===== src/rtl/pmfc_pkg.sv =====
// Constants, field layout and helpers for the power and fill-count registers
package pmfc_pkg;

  localparam int ADDR_W = 7;
  localparam int DATA_W = 8;

  // Register addresses
  localparam logic [ADDR_W-1:0] ADDR_PWR_MAIN = 7'h6b;
  localparam logic [ADDR_W-1:0] ADDR_AXIS     = 7'h6c;
  localparam logic [ADDR_W-1:0] ADDR_SERIAL   = 7'h70;
  localparam logic [ADDR_W-1:0] ADDR_FILL_HI  = 7'h72;
  localparam logic [ADDR_W-1:0] ADDR_FILL_LO  = 7'h73;

  // power_control_main fields
  localparam int BIT_DEV_RESET = 7;
  localparam int BIT_HALT      = 6;
  localparam int BIT_CYCLE     = 5;
  localparam int BIT_GYRO_STBY = 4;
  localparam int BIT_THERM_OFF = 3;
  localparam int CLOCK_SOURCE_SELECT_LSB    = 0;
  localparam int CLOCK_SOURCE_SELECT_W      = 3;

  // axis_standby_control fields, X in the top bit of each group
  localparam int ACCEL_LSB = 3;
  localparam int RATE_LSB  = 0;
  localparam int AXIS_W    = 3;

  // serial_port_select field
  localparam int BIT_TWO_WIRE_OFF = 6;

  // Writable bits; everything else reads zero, except power_control_main bit 7, which reads soft reset busy
  localparam logic [DATA_W-1:0] PWR_MAIN_MASK = 8'h7f;
  localparam logic [DATA_W-1:0] AXIS_MASK     = 8'h3f;
  localparam logic [DATA_W-1:0] SERIAL_MASK   = 8'h40;

  // Defaults
  localparam logic [DATA_W-1:0]   PWR_MAIN_DEF = 8'h01;
  localparam logic [DATA_W-1:0]   AXIS_DEF     = 8'h00;
  localparam logic [DATA_W-1:0]   SERIAL_DEF   = 8'h00;
  localparam logic [CLOCK_SOURCE_SELECT_W-1:0] CLOCK_SOURCE_SELECT_DEF   = 3'h1;
  localparam logic [DATA_W-1:0]   RDATA_NONE   = 8'h00;

  // Clock source codes
  localparam logic [CLOCK_SOURCE_SELECT_W-1:0] CLK_OSC_A   = 3'h0;
  localparam logic [CLOCK_SOURCE_SELECT_W-1:0] CLK_AUTO_LO = 3'h1;
  localparam logic [CLOCK_SOURCE_SELECT_W-1:0] CLK_AUTO_HI = 3'h5;
  localparam logic [CLOCK_SOURCE_SELECT_W-1:0] CLK_OSC_B   = 3'h6;
  localparam logic [CLOCK_SOURCE_SELECT_W-1:0] CLK_HALT    = 3'h7;

  // Timing
  localparam int CLK_PERIOD_NS = 8;
  localparam int SOFT_RST_NS   = 100;
  localparam int SOFT_RST_CYC  =
    (SOFT_RST_NS + CLK_PERIOD_NS - 1) / CLK_PERIOD_NS;
  localparam int SRST_CNT_W    = 4;
  localparam logic [SRST_CNT_W-1:0] SRST_LAST =
    SRST_CNT_W'(SOFT_RST_CYC - 1);
  localparam int WAKE_BASE_NS  = 1000000;
  localparam int WAKE_BASE_CYC_DEF = WAKE_BASE_NS / CLK_PERIOD_NS;
  localparam int BASE_CNT_W    = 17;
  localparam int FILL_W        = 16;

  typedef enum logic [1:0] {DC_IDLE, DC_DOZE, DC_WAKE} pmfc_duty_t;

  function automatic logic clk_is_osc(input logic [CLOCK_SOURCE_SELECT_W-1:0] code);
    return (code == CLK_OSC_A) || (code == CLK_OSC_B);
  endfunction : clk_is_osc

  function automatic logic clk_is_auto(input logic [CLOCK_SOURCE_SELECT_W-1:0] code);
    return (code >= CLK_AUTO_LO) && (code <= CLK_AUTO_HI);
  endfunction : clk_is_auto

endpackage : pmfc_pkg


===== src/rtl/pmfc_fill_latch.sv =====
// Snapshot latch for the two fill-count bytes
`timescale 1ns/1ps
module pmfc_fill_latch
  import pmfc_pkg::*;
(
  input  wire logic              clk_i,
  input  wire logic              rst_n_i,
  input  wire logic              clr_i,
  input  wire logic [FILL_W-1:0] live_i,
  input  wire logic              rd_hi_i,
  input  wire logic              rd_lo_i,
  output logic      [FILL_W-1:0] held_o,
  output logic                   armed_o
);

  always_ff @(posedge clk_i or negedge rst_n_i) begin
    if (!rst_n_i) begin
      held_o <= '0;
    end else if (clr_i) begin
      held_o <= '0;
    end else if (armed_o && !rd_hi_i) begin
      held_o <= live_i;
    end
  end

  always_ff @(posedge clk_i or negedge rst_n_i) begin
    if (!rst_n_i) begin
      armed_o <= 1'b1;
    end else if (clr_i || rd_lo_i) begin
      armed_o <= 1'b1;
    end else if (rd_hi_i) begin
      armed_o <= 1'b0;
    end
  end

endmodule : pmfc_fill_latch


===== src/rtl/pmfc_duty_timer.sv =====
// Wake pacing for duty-cycled accelerometer sampling
`timescale 1ns/1ps
module pmfc_duty_timer
  import pmfc_pkg::*;
#(
  parameter int unsigned BASE_CYC = WAKE_BASE_CYC_DEF
) (
  input  wire logic              clk_i,
  input  wire logic              rst_n_i,
  input  wire logic              run_i,
  input  wire logic [DATA_W-1:0] div_i,
  input  wire logic              accel_any_i,
  output logic                   wake_o,
  output logic                   sample_o
);

  pmfc_duty_t            state_r;
  logic [BASE_CNT_W-1:0] base_cnt_r;
  logic [DATA_W-1:0]     div_cnt_r;
  logic                  tick;
  logic                  due;

  assign tick = (base_cnt_r == BASE_CNT_W'(BASE_CYC - 1));
  assign due  = tick && (div_cnt_r == div_i);

  ////////////////////////////////////////////////////////////////////////
  // Divider paced wake
  always_ff @(posedge clk_i or negedge rst_n_i) begin
    if (!rst_n_i) begin
      state_r    <= DC_IDLE;
      base_cnt_r <= '0;
      div_cnt_r  <= '0;
    end else begin
      case (state_r)
        DC_IDLE: begin
          base_cnt_r <= '0;
          div_cnt_r  <= '0;
          if (run_i) begin
            state_r <= DC_DOZE;
          end
        end
        DC_DOZE: begin
          base_cnt_r <= tick ? '0 : base_cnt_r + 1'b1;
          if (tick) begin
            div_cnt_r <= due ? '0 : div_cnt_r + 1'b1;
          end
          if (!run_i) begin
            state_r <= DC_IDLE;
          end else if (due) begin
            state_r <= DC_WAKE;
          end
        end
        DC_WAKE: begin
          // Wake cycle counts toward the next base period, no drift
          base_cnt_r <= base_cnt_r + 1'b1;
          state_r <= run_i ? DC_DOZE : DC_IDLE;
        end
        default: begin
          state_r <= DC_IDLE;
        end
      endcase
    end
  end

  always_ff @(posedge clk_i or negedge rst_n_i) begin
    if (!rst_n_i) begin
      wake_o   <= 1'b0;
      sample_o <= 1'b0;
    end else begin
      wake_o   <= (state_r == DC_DOZE) && due && run_i;
      sample_o <= (state_r == DC_DOZE) && due && run_i && accel_any_i;
    end
  end

endmodule : pmfc_duty_timer


===== src/rtl/pmfc_regs.sv =====
// Power management, serial mode and fill-count register bank
//
// Function
// - Writing soft reset restores defaults; bit self-clears when done.
// - Halt bit set keeps device asleep.
// - Cycle bit alone alternates sleep and one paced accelerometer sample.
// - Cycle with all accelerometer axes off wakes but takes no sample.
// - Gyro standby keeps drive and PLL on, sense paths off.
// - Thermal off bit switches the temperature sensor off.
// - Clock codes 0 and 6 select internal oscillator.
// - Codes 1 to 5 use PLL when ready, else oscillator.
// - Code 7 stops clock and holds timing generator in reset.
// - Clock source field resets to 001.
// - Axis register bits 5..3 switch accelerometer X, Y, Z off.
// - Axis register bits 2..0 switch gyro X, Y, Z off.
// - Serial bit 6 turns off two-wire target, SPI only.
// - Fill count reported as 16 bits over high and low bytes.
// - High byte read snapshots count into both bytes.
`timescale 1ns/1ps
module pmfc_regs
  import pmfc_pkg::*;
#(
  parameter int unsigned WAKE_BASE_CYC = WAKE_BASE_CYC_DEF
) (
  input  wire logic              CLK_I,
  input  wire logic              RST_N_I,
  input  wire logic [ADDR_W-1:0] REG_ADDR_I,
  input  wire logic              REG_WR_I,
  input  wire logic              REG_RD_I,
  input  wire logic [DATA_W-1:0] REG_WDATA_I,
  input  wire logic [FILL_W-1:0] FILL_COUNT_I,
  input  wire logic [DATA_W-1:0] SAMPLE_RATE_DIVIDER_I,
  input  wire logic              PLL_READY_I,
  output logic      [DATA_W-1:0] REG_RDATA_O,
  output logic                   REG_RVALID_O,
  output logic                   SOFT_RESET_BUSY_O,
  output logic                   DEVICE_SLEEP_O,
  output logic                   WAKE_O,
  output logic                   ACCEL_SAMPLE_O,
  output logic      [AXIS_W-1:0] ACCEL_AXIS_EN_O,
  output logic      [AXIS_W-1:0] RATE_SENSE_EN_O,
  output logic                   GYRO_DRIVE_EN_O,
  output logic                   PLL_EN_O,
  output logic                   THERMAL_SENSOR_EN_O,
  output logic                   CLK_USE_OSC_O,
  output logic                   CLK_USE_PLL_O,
  output logic                   CLK_STOP_O,
  output logic                   TIMING_RESET_O,
  output logic                   TWO_WIRE_TARGET_OFF_O
);

  logic [DATA_W-1:0]     power_control_main_r;
  logic [DATA_W-1:0]     axis_standby_control_r;
  logic [DATA_W-1:0]     serial_port_select_r;
  logic                  srst_r;
  logic [SRST_CNT_W-1:0] srst_cnt_r;
  logic                  pll_s1_r;
  logic                  pll_s2_r;
  logic                  pll_s3_r;
  logic                  pll_ok_r;
  logic [FILL_W-1:0]     fill_held;
  logic                  fill_armed;
  logic                  wr_main;
  logic                  rd_hi;
  logic                  rd_lo;
  logic [CLOCK_SOURCE_SELECT_W-1:0]   clock_source_select;
  logic                  halt;
  logic                  cycle_run;
  logic                  clk_halted;
  logic [AXIS_W-1:0]     accel_off;
  logic [AXIS_W-1:0]     rate_off;
  logic                  gyro_stby;
  logic [DATA_W-1:0]     rd_mux;

  assign wr_main = REG_WR_I && (REG_ADDR_I == ADDR_PWR_MAIN);
  assign rd_hi   = REG_RD_I && (REG_ADDR_I == ADDR_FILL_HI);
  assign rd_lo   = REG_RD_I && (REG_ADDR_I == ADDR_FILL_LO);

  assign clock_source_select =
    power_control_main_r[CLOCK_SOURCE_SELECT_LSB +: CLOCK_SOURCE_SELECT_W];
  assign halt       = power_control_main_r[BIT_HALT];
  assign gyro_stby  = power_control_main_r[BIT_GYRO_STBY];
  assign clk_halted = (clock_source_select == CLK_HALT);
  assign accel_off  = axis_standby_control_r[ACCEL_LSB +: AXIS_W];
  assign rate_off   = axis_standby_control_r[RATE_LSB +: AXIS_W];
  // Cycle only without halt or standby
  assign cycle_run  = power_control_main_r[BIT_CYCLE] && !halt &&
                      !gyro_stby && !clk_halted && !srst_r;

  ////////////////////////////////////////////////////////////////////////
  // Soft reset sequencer; a fixed stretch lets every domain see it
  // Start and self-clear
  always_ff @(posedge CLK_I or negedge RST_N_I) begin
    if (!RST_N_I) begin
      srst_r     <= 1'b0;
      srst_cnt_r <= '0;
    end else if (srst_r) begin
      srst_cnt_r <= srst_cnt_r + 1'b1;
      if (srst_cnt_r == SRST_LAST) begin
        srst_r <= 1'b0;
      end
    end else if (wr_main && REG_WDATA_I[BIT_DEV_RESET]) begin
      srst_r     <= 1'b1;
      srst_cnt_r <= '0;
    end
  end

  ////////////////////////////////////////////////////////////////////////
  // Writable registers; writes during soft reset are dropped
  // Defaults on reset
  always_ff @(posedge CLK_I or negedge RST_N_I) begin
    if (!RST_N_I) begin
      power_control_main_r <= PWR_MAIN_DEF;
    end else if (srst_r) begin
      power_control_main_r <= PWR_MAIN_DEF;
    end else if (wr_main && !REG_WDATA_I[BIT_DEV_RESET]) begin
      power_control_main_r <= REG_WDATA_I & PWR_MAIN_MASK;
    end
  end

  always_ff @(posedge CLK_I or negedge RST_N_I) begin
    if (!RST_N_I) begin
      axis_standby_control_r <= AXIS_DEF;
    end else if (srst_r) begin
      axis_standby_control_r <= AXIS_DEF;
    end else if (REG_WR_I && (REG_ADDR_I == ADDR_AXIS)) begin
      axis_standby_control_r <= REG_WDATA_I & AXIS_MASK;
    end
  end

  always_ff @(posedge CLK_I or negedge RST_N_I) begin
    if (!RST_N_I) begin
      serial_port_select_r <= SERIAL_DEF;
    end else if (srst_r) begin
      serial_port_select_r <= SERIAL_DEF;
    end else if (REG_WR_I && (REG_ADDR_I == ADDR_SERIAL)) begin
      serial_port_select_r <= REG_WDATA_I & SERIAL_MASK;
    end
  end

  ////////////////////////////////////////////////////////////////////////
  // PLL lock arrives from the analog side; two stages must agree
  always_ff @(posedge CLK_I or negedge RST_N_I) begin
    if (!RST_N_I) begin
      pll_s1_r <= 1'b0;
      pll_s2_r <= 1'b0;
      pll_s3_r <= 1'b0;
      pll_ok_r <= 1'b0;
    end else begin
      pll_s1_r <= PLL_READY_I;
      pll_s2_r <= pll_s1_r;
      pll_s3_r <= pll_s2_r;
      if (pll_s2_r == pll_s3_r) begin
        pll_ok_r <= pll_s3_r;
      end
    end
  end

  ////////////////////////////////////////////////////////////////////////
  // Read path, one cycle latency
  always_comb begin
    case (REG_ADDR_I)
      ADDR_PWR_MAIN: rd_mux = {srst_r, power_control_main_r[BIT_HALT:0]};
      ADDR_AXIS:     rd_mux = axis_standby_control_r;
      ADDR_SERIAL:   rd_mux = serial_port_select_r;
      ADDR_FILL_HI:  rd_mux = fill_held[FILL_W-1:DATA_W];
      ADDR_FILL_LO:  rd_mux = fill_held[DATA_W-1:0];
      default:       rd_mux = RDATA_NONE;
    endcase
  end

  always_ff @(posedge CLK_I or negedge RST_N_I) begin
    if (!RST_N_I) begin
      REG_RDATA_O  <= RDATA_NONE;
      REG_RVALID_O <= 1'b0;
    end else begin
      REG_RVALID_O <= REG_RD_I;
      if (REG_RD_I) begin
        REG_RDATA_O <= rd_mux;
      end
    end
  end

  pmfc_fill_latch u_fill (
    .clk_i   (CLK_I),
    .rst_n_i (RST_N_I),
    .clr_i   (srst_r),
    .live_i  (FILL_COUNT_I),
    .rd_hi_i (rd_hi),
    .rd_lo_i (rd_lo),
    .held_o  (fill_held),
    .armed_o (fill_armed)
  );

  pmfc_duty_timer #(
    .BASE_CYC (WAKE_BASE_CYC)
  ) u_duty (
    .clk_i       (CLK_I),
    .rst_n_i     (RST_N_I),
    .run_i       (cycle_run),
    .div_i       (SAMPLE_RATE_DIVIDER_I),
    .accel_any_i (~&accel_off),
    .wake_o      (WAKE_O),
    .sample_o    (ACCEL_SAMPLE_O)
  );

  ////////////////////////////////////////////////////////////////////////
  // Power and clock controls; gyro is off while duty cycling
  always_ff @(posedge CLK_I or negedge RST_N_I) begin
    if (!RST_N_I) begin
      SOFT_RESET_BUSY_O     <= 1'b0;
      DEVICE_SLEEP_O        <= 1'b0;
      ACCEL_AXIS_EN_O       <= '0;
      RATE_SENSE_EN_O       <= '0;
      GYRO_DRIVE_EN_O       <= 1'b0;
      PLL_EN_O              <= 1'b0;
      THERMAL_SENSOR_EN_O   <= 1'b0;
      CLK_USE_OSC_O         <= 1'b1;
      CLK_USE_PLL_O         <= 1'b0;
      CLK_STOP_O            <= 1'b0;
      TIMING_RESET_O        <= 1'b1;
      TWO_WIRE_TARGET_OFF_O <= 1'b0;
    end else begin
      SOFT_RESET_BUSY_O <= srst_r;
      DEVICE_SLEEP_O <= halt || (cycle_run && !WAKE_O);
      ACCEL_AXIS_EN_O <= {AXIS_W{!halt && !clk_halted}} & ~accel_off;
      RATE_SENSE_EN_O <= {AXIS_W{!halt && !gyro_stby && !cycle_run &&
                                 !clk_halted}} & ~rate_off;
      GYRO_DRIVE_EN_O <= !halt && !cycle_run && !clk_halted &&
                         (gyro_stby || !(&rate_off));
      PLL_EN_O        <= !halt && !cycle_run && !clk_halted &&
                         (gyro_stby || !(&rate_off));
      THERMAL_SENSOR_EN_O <= !halt && !clk_halted &&
                             !power_control_main_r[BIT_THERM_OFF];
      CLK_USE_OSC_O <= clk_is_osc(clock_source_select) ||
                       (clk_is_auto(clock_source_select) && !pll_ok_r);
      CLK_USE_PLL_O <= clk_is_auto(clock_source_select) && pll_ok_r;
      CLK_STOP_O     <= clk_halted;
      TIMING_RESET_O <= clk_halted || srst_r;
      TWO_WIRE_TARGET_OFF_O <= serial_port_select_r[BIT_TWO_WIRE_OFF];
    end
  end
endmodule : pmfc_regs


===== config.mk =====
export PLATFORM = sky130hd
export DESIGN_NAME = pmfc_regs
export DESIGN_NICKNAME = d
export VERILOG_FILES = /design/src/rtl/pmfc_pkg.sv /design/src/rtl/pmfc_fill_latch.sv /design/src/rtl/pmfc_duty_timer.sv /design/src/rtl/pmfc_regs.sv
export SDC_FILE = /design/constraint.sdc
export NUM_CORES = 1
export LEC_CHECK = 0
export ABC_CLOCK_PERIOD_IN_PS = 3800
export BUFFER_PORTS_ARGS = -buffer_cell sky130_fd_sc_hd__buf_2
export CAP_MARGIN = 20
export CORE_UTILIZATION = 30
export CTS_BUF_LIST = sky130_fd_sc_hd__clkbuf_4 sky130_fd_sc_hd__clkbuf_8 sky130_fd_sc_hd__clkbuf_16
export CTS_CLUSTER_SIZE = 20
export DETAILED_ROUTE_END_ITERATION = 10
export PLACE_DENSITY_LB_ADDON = 0.2
export RECOVER_POWER = 25
export SLEW_MARGIN = 10
export SYNTH_ARGS = -nofsm -noshare
export SYNTH_HDL_FRONTEND = slang
export SYNTH_SLANG_ARGS = --single-unit

===== constraint.sdc =====
create_clock -name CLK_I -period 3.8 [get_ports CLK_I]
set_input_delay 0.19 -clock CLK_I [delete_from_list [all_inputs] [get_ports CLK_I]]
set_output_delay 0.19 -clock CLK_I [all_outputs]
set_load 0.02 [all_outputs]

After elaboration in Yosys (flattened, before gate mapping):

Cells that the tools add are included.

* divide/modulo/power cells: 0
* multiply operators: 0
* $add $sub $neg: 3
* shifts and indexed selects: 0
* bitwise gates (word level): 4
* mux-type cells: 26
* eq/ne operators: 16
* order comparisons: 2
* reductions and logical operators: 60

Operators with widths (count)
* 17-bit one-hot mux with 3 select lines: 1
* 8-bit 2-to-1 mux: 6
* 8-bit one-hot mux with 5 select lines: 1
* 7-bit == test, second input constant: 5
* 16-bit 2-to-1 mux: 2
* 1-bit logical AND: 28
* 17-bit by 1-bit adder with 17-bit output, second input constant: 1
* 17-bit == test, second input constant: 1
* 17-bit 2-to-1 mux: 1
* 8-bit one-hot mux with 2 select lines: 1
* 7-bit 2-to-1 mux: 2
* 2-bit nonzero test: 7
* 1-bit zero test: 12
* 8-bit by 1-bit adder with 8-bit output, second input constant: 1
* 8-bit == test: 1
* 4-bit 2-to-1 mux: 2
* 3-bit AND: 2
* 3-bit == test, second input constant: 2
* 1-bit logical OR: 6
* 1-bit 2-to-1 mux: 6
* 2-bit 2-to-1 mux: 3
* 3-bit inverter: 2
* 2-bit one-hot mux with 3 select lines: 1
* 3-bit AND reduction: 2
* 14 further kinds: 15

* bits of input ports: 44
* memory bits (writable): 0
* latch bits: 0
* memories kept: 0
* output and inout bits: 27
* word-level logic and storage cells: 140
* bits in registers: 102
* ROM bits: 0

Depth between registers and ports, before layout:

* depth after elaboration: 9
* mapped depth: 8

Modules after synthesis:

Synthesis repeated with hierarchy kept, for this count alone.

* cells, all modules: 516
* area total of the unflattened synthesis: 5157.4 µm²

Modules (own cells, without submodules)
* pmfc_duty_timer: instances 1, cells an instance 257, area an instance 2165.8 µm², sequential area each 725.7 µm²
* pmfc_regs: instances 1, cells an instance 186, area an instance 2107.0 µm², sequential area each 1179.9 µm²
* pmfc_fill_latch: instances 1, cells an instance 73, area an instance 884.6 µm², sequential area each 426.7 µm²

Worst setup path before layout:

No wires, ideal clock.

* path kind: register to register
* start point: register u_duty.base_cnt_r[0]
* end point: register u_duty.base_cnt_r[6]
* cell stages (with the launch flop): 8
* period minus slack after synthesis: 1.871 ns
* data required time: 3.682 ns
* arrival time: 1.753 ns
* slack: 1.929 ns
* library setup time: 0.118 ns
* path through: dfrtp_1 > ha_1 > nor4bb_1 > nand4b_1 > a21oi_1 > buf_2 > nor4_1 > a21o_1

* word-level cells in the longest chain between the ends: 3
* elaborated cells on any way between the ends: 4
* those cells by class: 1 x add/sub; 1 x eq/ne; 2 x mux

Ends and longest elaborated chain
* start: declaration: line pmfc_duty_timer.sv:18 `logic [BASE_CNT_W-1:0] base_cnt_r;`
* start signal: assignment: line pmfc_duty_timer.sv:43 `base_cnt_r <= tick ? '0 : base_cnt_r + 1'b1;`
* start signal: assignment: line pmfc_duty_timer.sv:55 `base_cnt_r <= base_cnt_r + 1'b1;`
* 17-bit by 1-bit adder with 17-bit output / 17-bit == test (equally long branches): line pmfc_duty_timer.sv:43, pmfc_duty_timer.sv:55, pmfc_duty_timer.sv:23
* 17-bit 2-to-1 mux: line pmfc_duty_timer.sv:43
* 17-bit one-hot mux with 3 select lines *: line pmfc_duty_timer.sv:34 `case (state_r)`

Mark *: on every way between the ends. The rest lies on a longest branch, timed or not.
A chain may end at the register's enable or synchronous reset.

Final worst setup path:

* start point: register u_duty.base_cnt_r[0]
* end point: register u_duty.base_cnt_r[8]

The elaborated chain is that of the path after synthesis.

==> results_tabular.tex <==
\begin{tabular}{lr}
\hline
Metric & Value \\
\hline
\multicolumn{2}{l}{\textbf{Outcome}} \\
\quad Status & complete, but fails checks \\
\quad Failing checks & capacitance limit, slew limit \\
\multicolumn{2}{l}{\textbf{STA}} \\
\quad Setup TNS after final layout & 0 ns \\
\quad Tightest slew margin relative to the limit & -0.198 \\
\quad Minimum clock period after layout & around 2.4 ns \\
\quad Final period util & 0.639 \\
\quad Number of hold violations in the final report & 0 \\
\quad Number of setup violations in the final report & 0 \\
\quad Worst setup slack after layout & around 1.4 ns \\
\quad Hold Slack & between 0.07 and 0.08 ns \\
\quad Setup Skew & 0.00504 ns \\
\quad Maximum achievable frequency & approximately 410 MHz \\
\quad Final Max Slew Viols & about 110 \\
\quad Transition at the pin with the smallest max-transition slack & approximately 1.8 ns \\
\quad Setup repair after global routing missed its margin & no \\
\multicolumn{2}{l}{\textbf{Placed design}} \\
\quad Final Wtd Congestion & 0.811 \\
\quad Cells after DPL & $\sim$730 \\
\quad DP Wirelength & between 7000 and 8000 microns \\
\quad Pre-CTS setup slack & 1.33 ns \\
\quad Number of buffers added on ports & 70 \\
\multicolumn{2}{l}{\textbf{Logic synthesis}} \\
\quad Number of enable-type register cells in the synthesized netlist & 0 \\
\quad Mapped Area & $\sim$4600 sq um \\
\quad Post-synth ARST share & 1.00 \\
\quad Avg Cell Area, Syn & approximately 9.4 sq um \\
\quad Register bit total from synthesis & 93 \\
\quad Cell type contributing the most total cell area after synthesis & sky130\_fd\_sc\_hd\_\_dfrtp\_1 \\
\quad Top flip-flop cell by instance count after synthesis & sky130\_fd\_sc\_hd\_\_dfrtp\_1 \\
\quad Mapped Nets & between 500 and 600 \\
\quad Gate count of the mapped netlist & just under 500 \\
\quad Sequential element share of the synthesized area & 0.503 \\
\quad Top post-synthesis cells by area & sky130\_fd\_sc\_hd\_\_dfrtp\_1 (48\%), sky130\_fd\_sc\_hd\_\_nand2\_1 (5.6\%), sky130\_fd\_sc\_hd\_\_a21oi\_1 (5.3\%), sky130\_fd\_sc\_hd\_\_nor2\_1 (3.6\%), sky130\_fd\_sc\_hd\_\_mux2i\_1 (3.5\%) \\
\quad Total of warnings raised by yosys & 0 \\
\quad Distinct cell type count after synthesis & 64 \\
\quad Top cell type's share of synthesized area & 0.481 \\
\multicolumn{2}{l}{\textbf{Route}} \\
\quad Via Count & between 3000 and 4000 \\
\quad Per-cell via count in the routed design & between 5 and 6 \\
\quad Final WL & roughly 11000 microns \\
\quad DRC violations left & 0 \\
\quad TritonRoute pass-1 iters & 4 \\
\quad Routed len/inst & roughly 15 microns \\
\quad Final ANT Viol Nets & 0 \\
\quad Drt first-iter violations & about 250 \\
\multicolumn{2}{l}{\textbf{Clock tree}} \\
\quad CTS root buf & sky130\_fd\_sc\_hd\_\_clkbuf\_16 \\
\quad Postcts setup bufs & 0 \\
\quad Sink Count & 93 \\
\quad Count of instances resized after the clock tree is built & 0 \\
\quad Worst skew pair latency & 0.35 ns \\
\quad Clock tree from TritonCTS & built \\
\quad Total number of H-tree levels & 3 \\
\quad Inserted Clock Buffers & 9 \\
\quad Number of hold buffers added after cts & 2 \\
\quad Clock-pin slew of the registers on the worst-case setup and hold paths & around 0.060 ns \\
\quad Clk buf depth & 2 \\
\multicolumn{2}{l}{\textbf{Global routing}} \\
\quad Largest net degree at the start of global routing & slightly above 70 \\
\quad Via count of the first global-routing pass & around 3800 \\
\quad Met3 track utilization from global routing & 0.0361 \\
\quad GR peak layer & met2 \\
\quad Routing usage on met2 & 0.229 \\
\quad Overall routing resource usage & 0.152 \\
\quad Total global routing overflow & 0 \\
\quad Global routing usage on met1 & 0.209 \\
\quad Number of antenna violations at the first check in global routing & 3 \\
\quad Wire length of the first global-routing pass & around 19000 microns \\
\multicolumn{2}{l}{\textbf{Cells and area}} \\
\quad Synth-to-Final Area Change & 17.2\% \\
\quad Number of fill cells in the layout & between 1500 and 2000 \\
\quad Share of final-layout standard cells stronger than drive strength 1 & 0.144 \\
\quad Commonest non-fill, non-tap cells in the layout & sky130\_fd\_sc\_hd\_\_dfrtp\_1 (89), sky130\_fd\_sc\_hd\_\_nand2\_1 (69), sky130\_fd\_sc\_hd\_\_a21oi\_1 (49) \\
\quad Layout Nets & 604 \\
\quad Number of non-filler instances in the completed layout & about 750 \\
\quad Most frequent standard cell in the layout excluding fill and tap cells & sky130\_fd\_sc\_hd\_\_dfrtp\_1 \\
\multicolumn{2}{l}{\textbf{Critical path}} \\
\quad Setup slack of the worst register-to-register path & approximately 1.4 ns \\
\quad Critical-path top delay cell & sky130\_fd\_sc\_hd\_\_nand4b\_1 \\
\quad Crit path arrival time & 2.65 ns \\
\quad Crit Path Category & flip-flop to flip-flop \\
\quad Category of the worst setup path launch point & flip-flop \\
\quad Worst Setup End Kind & flip-flop \\
\quad Number of cells on the worst reg-to-reg path & 7 \\
\quad Max Fanout on Critical Path & 15 \\
\quad Critical path, cell by cell & ha\_1 -> nor4bb\_1 -> nand4b\_1 -> a21oi\_1 -> buf\_4 -> or3\_2 -> o21ai\_0 \\
\quad End of the worst register-to-register path & u\_duty.base\_cnt\_r[8] \\
\quad Max stage delay on crit path & 0.56 ns \\
\quad Req. time, crit path & around 4 ns \\
\quad Worst reg2reg startpoint & u\_duty.base\_cnt\_r[0] \\
\multicolumn{2}{l}{\textbf{Power}} \\
\quad Maximum VDD drop & about 0.0002 V \\
\quad Leakage power & approximately 2.3 nW \\
\quad Ratio of total power to cell area & between 400 and 500 nW/um\^{}2 \\
\multicolumn{2}{l}{\textbf{Floorplanning}} \\
\quad Total number of placement rows & between 40 and 50 \\
\quad Die Height & about 130 microns \\
\quad Top-level port count & 71 \\
\quad Die width & 126 microns \\
\quad Die area & between 15000 and 20000 sq um \\
\quad Starting density of the core & 0.306 \\
\quad Core area & 15100 sq um \\
\multicolumn{2}{l}{\textbf{Hold path}} \\
\quad Hold path start & FILL\_COUNT\_I[9] \\
\quad Class of the tightest hold or removal check & input port to flip-flop \\
\quad Hold Path Cell Cnt & 3 \\
\quad Worst Hold End & u\_fill.held\_o[9] \\
\multicolumn{2}{l}{\textbf{Run}} \\
\quad Number of max-cap violations & 2 \\
\hline
\end{tabular}
## routing by layer
layer / up-vias / share of wire
met5: - / 0.00071
met4: 2 / 0.017
met3: 17 / 0.051
met2: 94 / 0.45
met1: 1832 / 0.48
li1: 1874 / -
## cells by family (layout without fill, tap and decap cells)
family / Yosys count / count (layout) / synth area share
xor+xnor: 10 / 10 / 0.0189
simple gates: 209 / 209 / 0.229
compound gates: 111 / 111 / 0.148
buf+inv: 42 / 106 / 0.0367
other cells: 0 / 1 / 0
mux: 17 / 17 / 0.0370
fa+ha+maj: 10 / 10 / 0.0265
flops: 93 / 93 / 0.503
## where the power goes
| part | total (mW) | switching (mW) | internal (mW) |
|---|---|---|---|
| Combinational | 0.402 | 0.246 | 0.156 |
| Sequential | 1.18 | 0.0836 | 1.10 |
| Clock | 0.926 | 0.379 | 0.547 |
| Total | 2.51 | 0.708 | 1.80 |
## worst max-delay path, delay by kind of cell, from the launching register on
| kind | cells | cell delay [ns] |
|---|---|---|
| AO/OA/AOI/OAI | 2 | 0.39 |
| buffers and inverters | 1 | 0.22 |
| adder cells (fa/ha/maj) | 1 | 0.27 |
| AND/OR/NAND/NOR | 3 | 1.04 |
| flip-flops | 1 | 0.40 |
## sequential cells by signal, summed over array words and instances, names as in the netlist, 2 cells and up
signal / flops
ACCEL_AXIS_EN_O: 3
power_control_main_r: 7
srst_cnt_r: 4
RATE_SENSE_EN_O: 3
u_fill.held_o: 16
u_duty.state_r: 2
u_duty.div_cnt_r: 8
REG_RDATA_O: 8
u_duty.base_cnt_r: 17
axis_standby_control_r: 6
## synth_stat cells (2+ instances only)
cell type,number
sky130_fd_sc_hd__a211o_1,2
sky130_fd_sc_hd__a21oi_1,49
sky130_fd_sc_hd__a221oi_1,6
sky130_fd_sc_hd__a22o_1,4
sky130_fd_sc_hd__a31oi_1,7
sky130_fd_sc_hd__and2_1,2
sky130_fd_sc_hd__and3_1,10
sky130_fd_sc_hd__and3b_1,2
sky130_fd_sc_hd__and4b_1,2
sky130_fd_sc_hd__buf_1,3
sky130_fd_sc_hd__buf_2,7
sky130_fd_sc_hd__clkbuf_1,18
sky130_fd_sc_hd__dfrtp_1,89
sky130_fd_sc_hd__dfstp_2,4
sky130_fd_sc_hd__ha_1,9
sky130_fd_sc_hd__inv_1,13
sky130_fd_sc_hd__mux2i_1,16
sky130_fd_sc_hd__nand2_1,69
sky130_fd_sc_hd__nand2b_1,3
sky130_fd_sc_hd__nand3_1,21
sky130_fd_sc_hd__nand4_1,9
sky130_fd_sc_hd__nand4b_1,2
sky130_fd_sc_hd__nor2_1,44
sky130_fd_sc_hd__nor3_1,6
sky130_fd_sc_hd__nor3b_1,2
sky130_fd_sc_hd__nor4_1,5
sky130_fd_sc_hd__nor4b_1,6
sky130_fd_sc_hd__nor4bb_1,2
sky130_fd_sc_hd__o211ai_1,2
sky130_fd_sc_hd__o21ai_0,21
sky130_fd_sc_hd__o21ai_2,2
sky130_fd_sc_hd__o21bai_1,2
sky130_fd_sc_hd__o311ai_0,2
sky130_fd_sc_hd__o41ai_1,2
sky130_fd_sc_hd__or2_2,3
sky130_fd_sc_hd__or3_1,8
sky130_fd_sc_hd__or4_1,3
sky130_fd_sc_hd__xnor2_1,9
## final cells by class
class | count | area (sq um) | share of cell area
timing repair buffer | 77 | 369 | 0.0680
antenna | 1 | 2.50 | 0.000461
multi-input combinational | 357 | 2130 | 0.392
tap | 188 | 235 | 0.0433
sequential | 93 | 2330 | 0.430
clock inverter | 4 | 56.3 | 0.0104
inverter | 13 | 48.8 | 0.00899
clock buffer | 12 | 254 | 0.0468
## per-stage QoR
step	power (mW)	cell area, sq um	util
2_1_floorplan	1.46	4630	-
3_3_place_gp	1.59	5130	0.339
3_5_place_dp	1.61	5130	0.339
4_1_cts	2.56	5460	0.361
5_1_grt	2.66	5430	0.358
6_report	2.51	5430	0.358
## worst max path at each step
stage | depth (start not counted) | start | slack, ns | to
after global placement | 7 | u_duty.base_cnt_r[0] | 1.39 | u_duty.base_cnt_r[6]
after detailed placement | 7 | u_duty.base_cnt_r[0] | 1.33 | u_duty.base_cnt_r[6]
final | 7 | u_duty.base_cnt_r[0] | 1.37 | u_duty.base_cnt_r[8]
after CTS | 7 | u_duty.base_cnt_r[0] | 1.31 | u_duty.base_cnt_r[6]
after global routing | 7 | u_duty.base_cnt_r[0] | 1.05 | u_duty.base_cnt_r[8]
after floorplan | 7 | u_duty.base_cnt_r[0] | 1.93 | u_duty.base_cnt_r[6]
No activity file was read; power rests on OpenSTA's default activity.
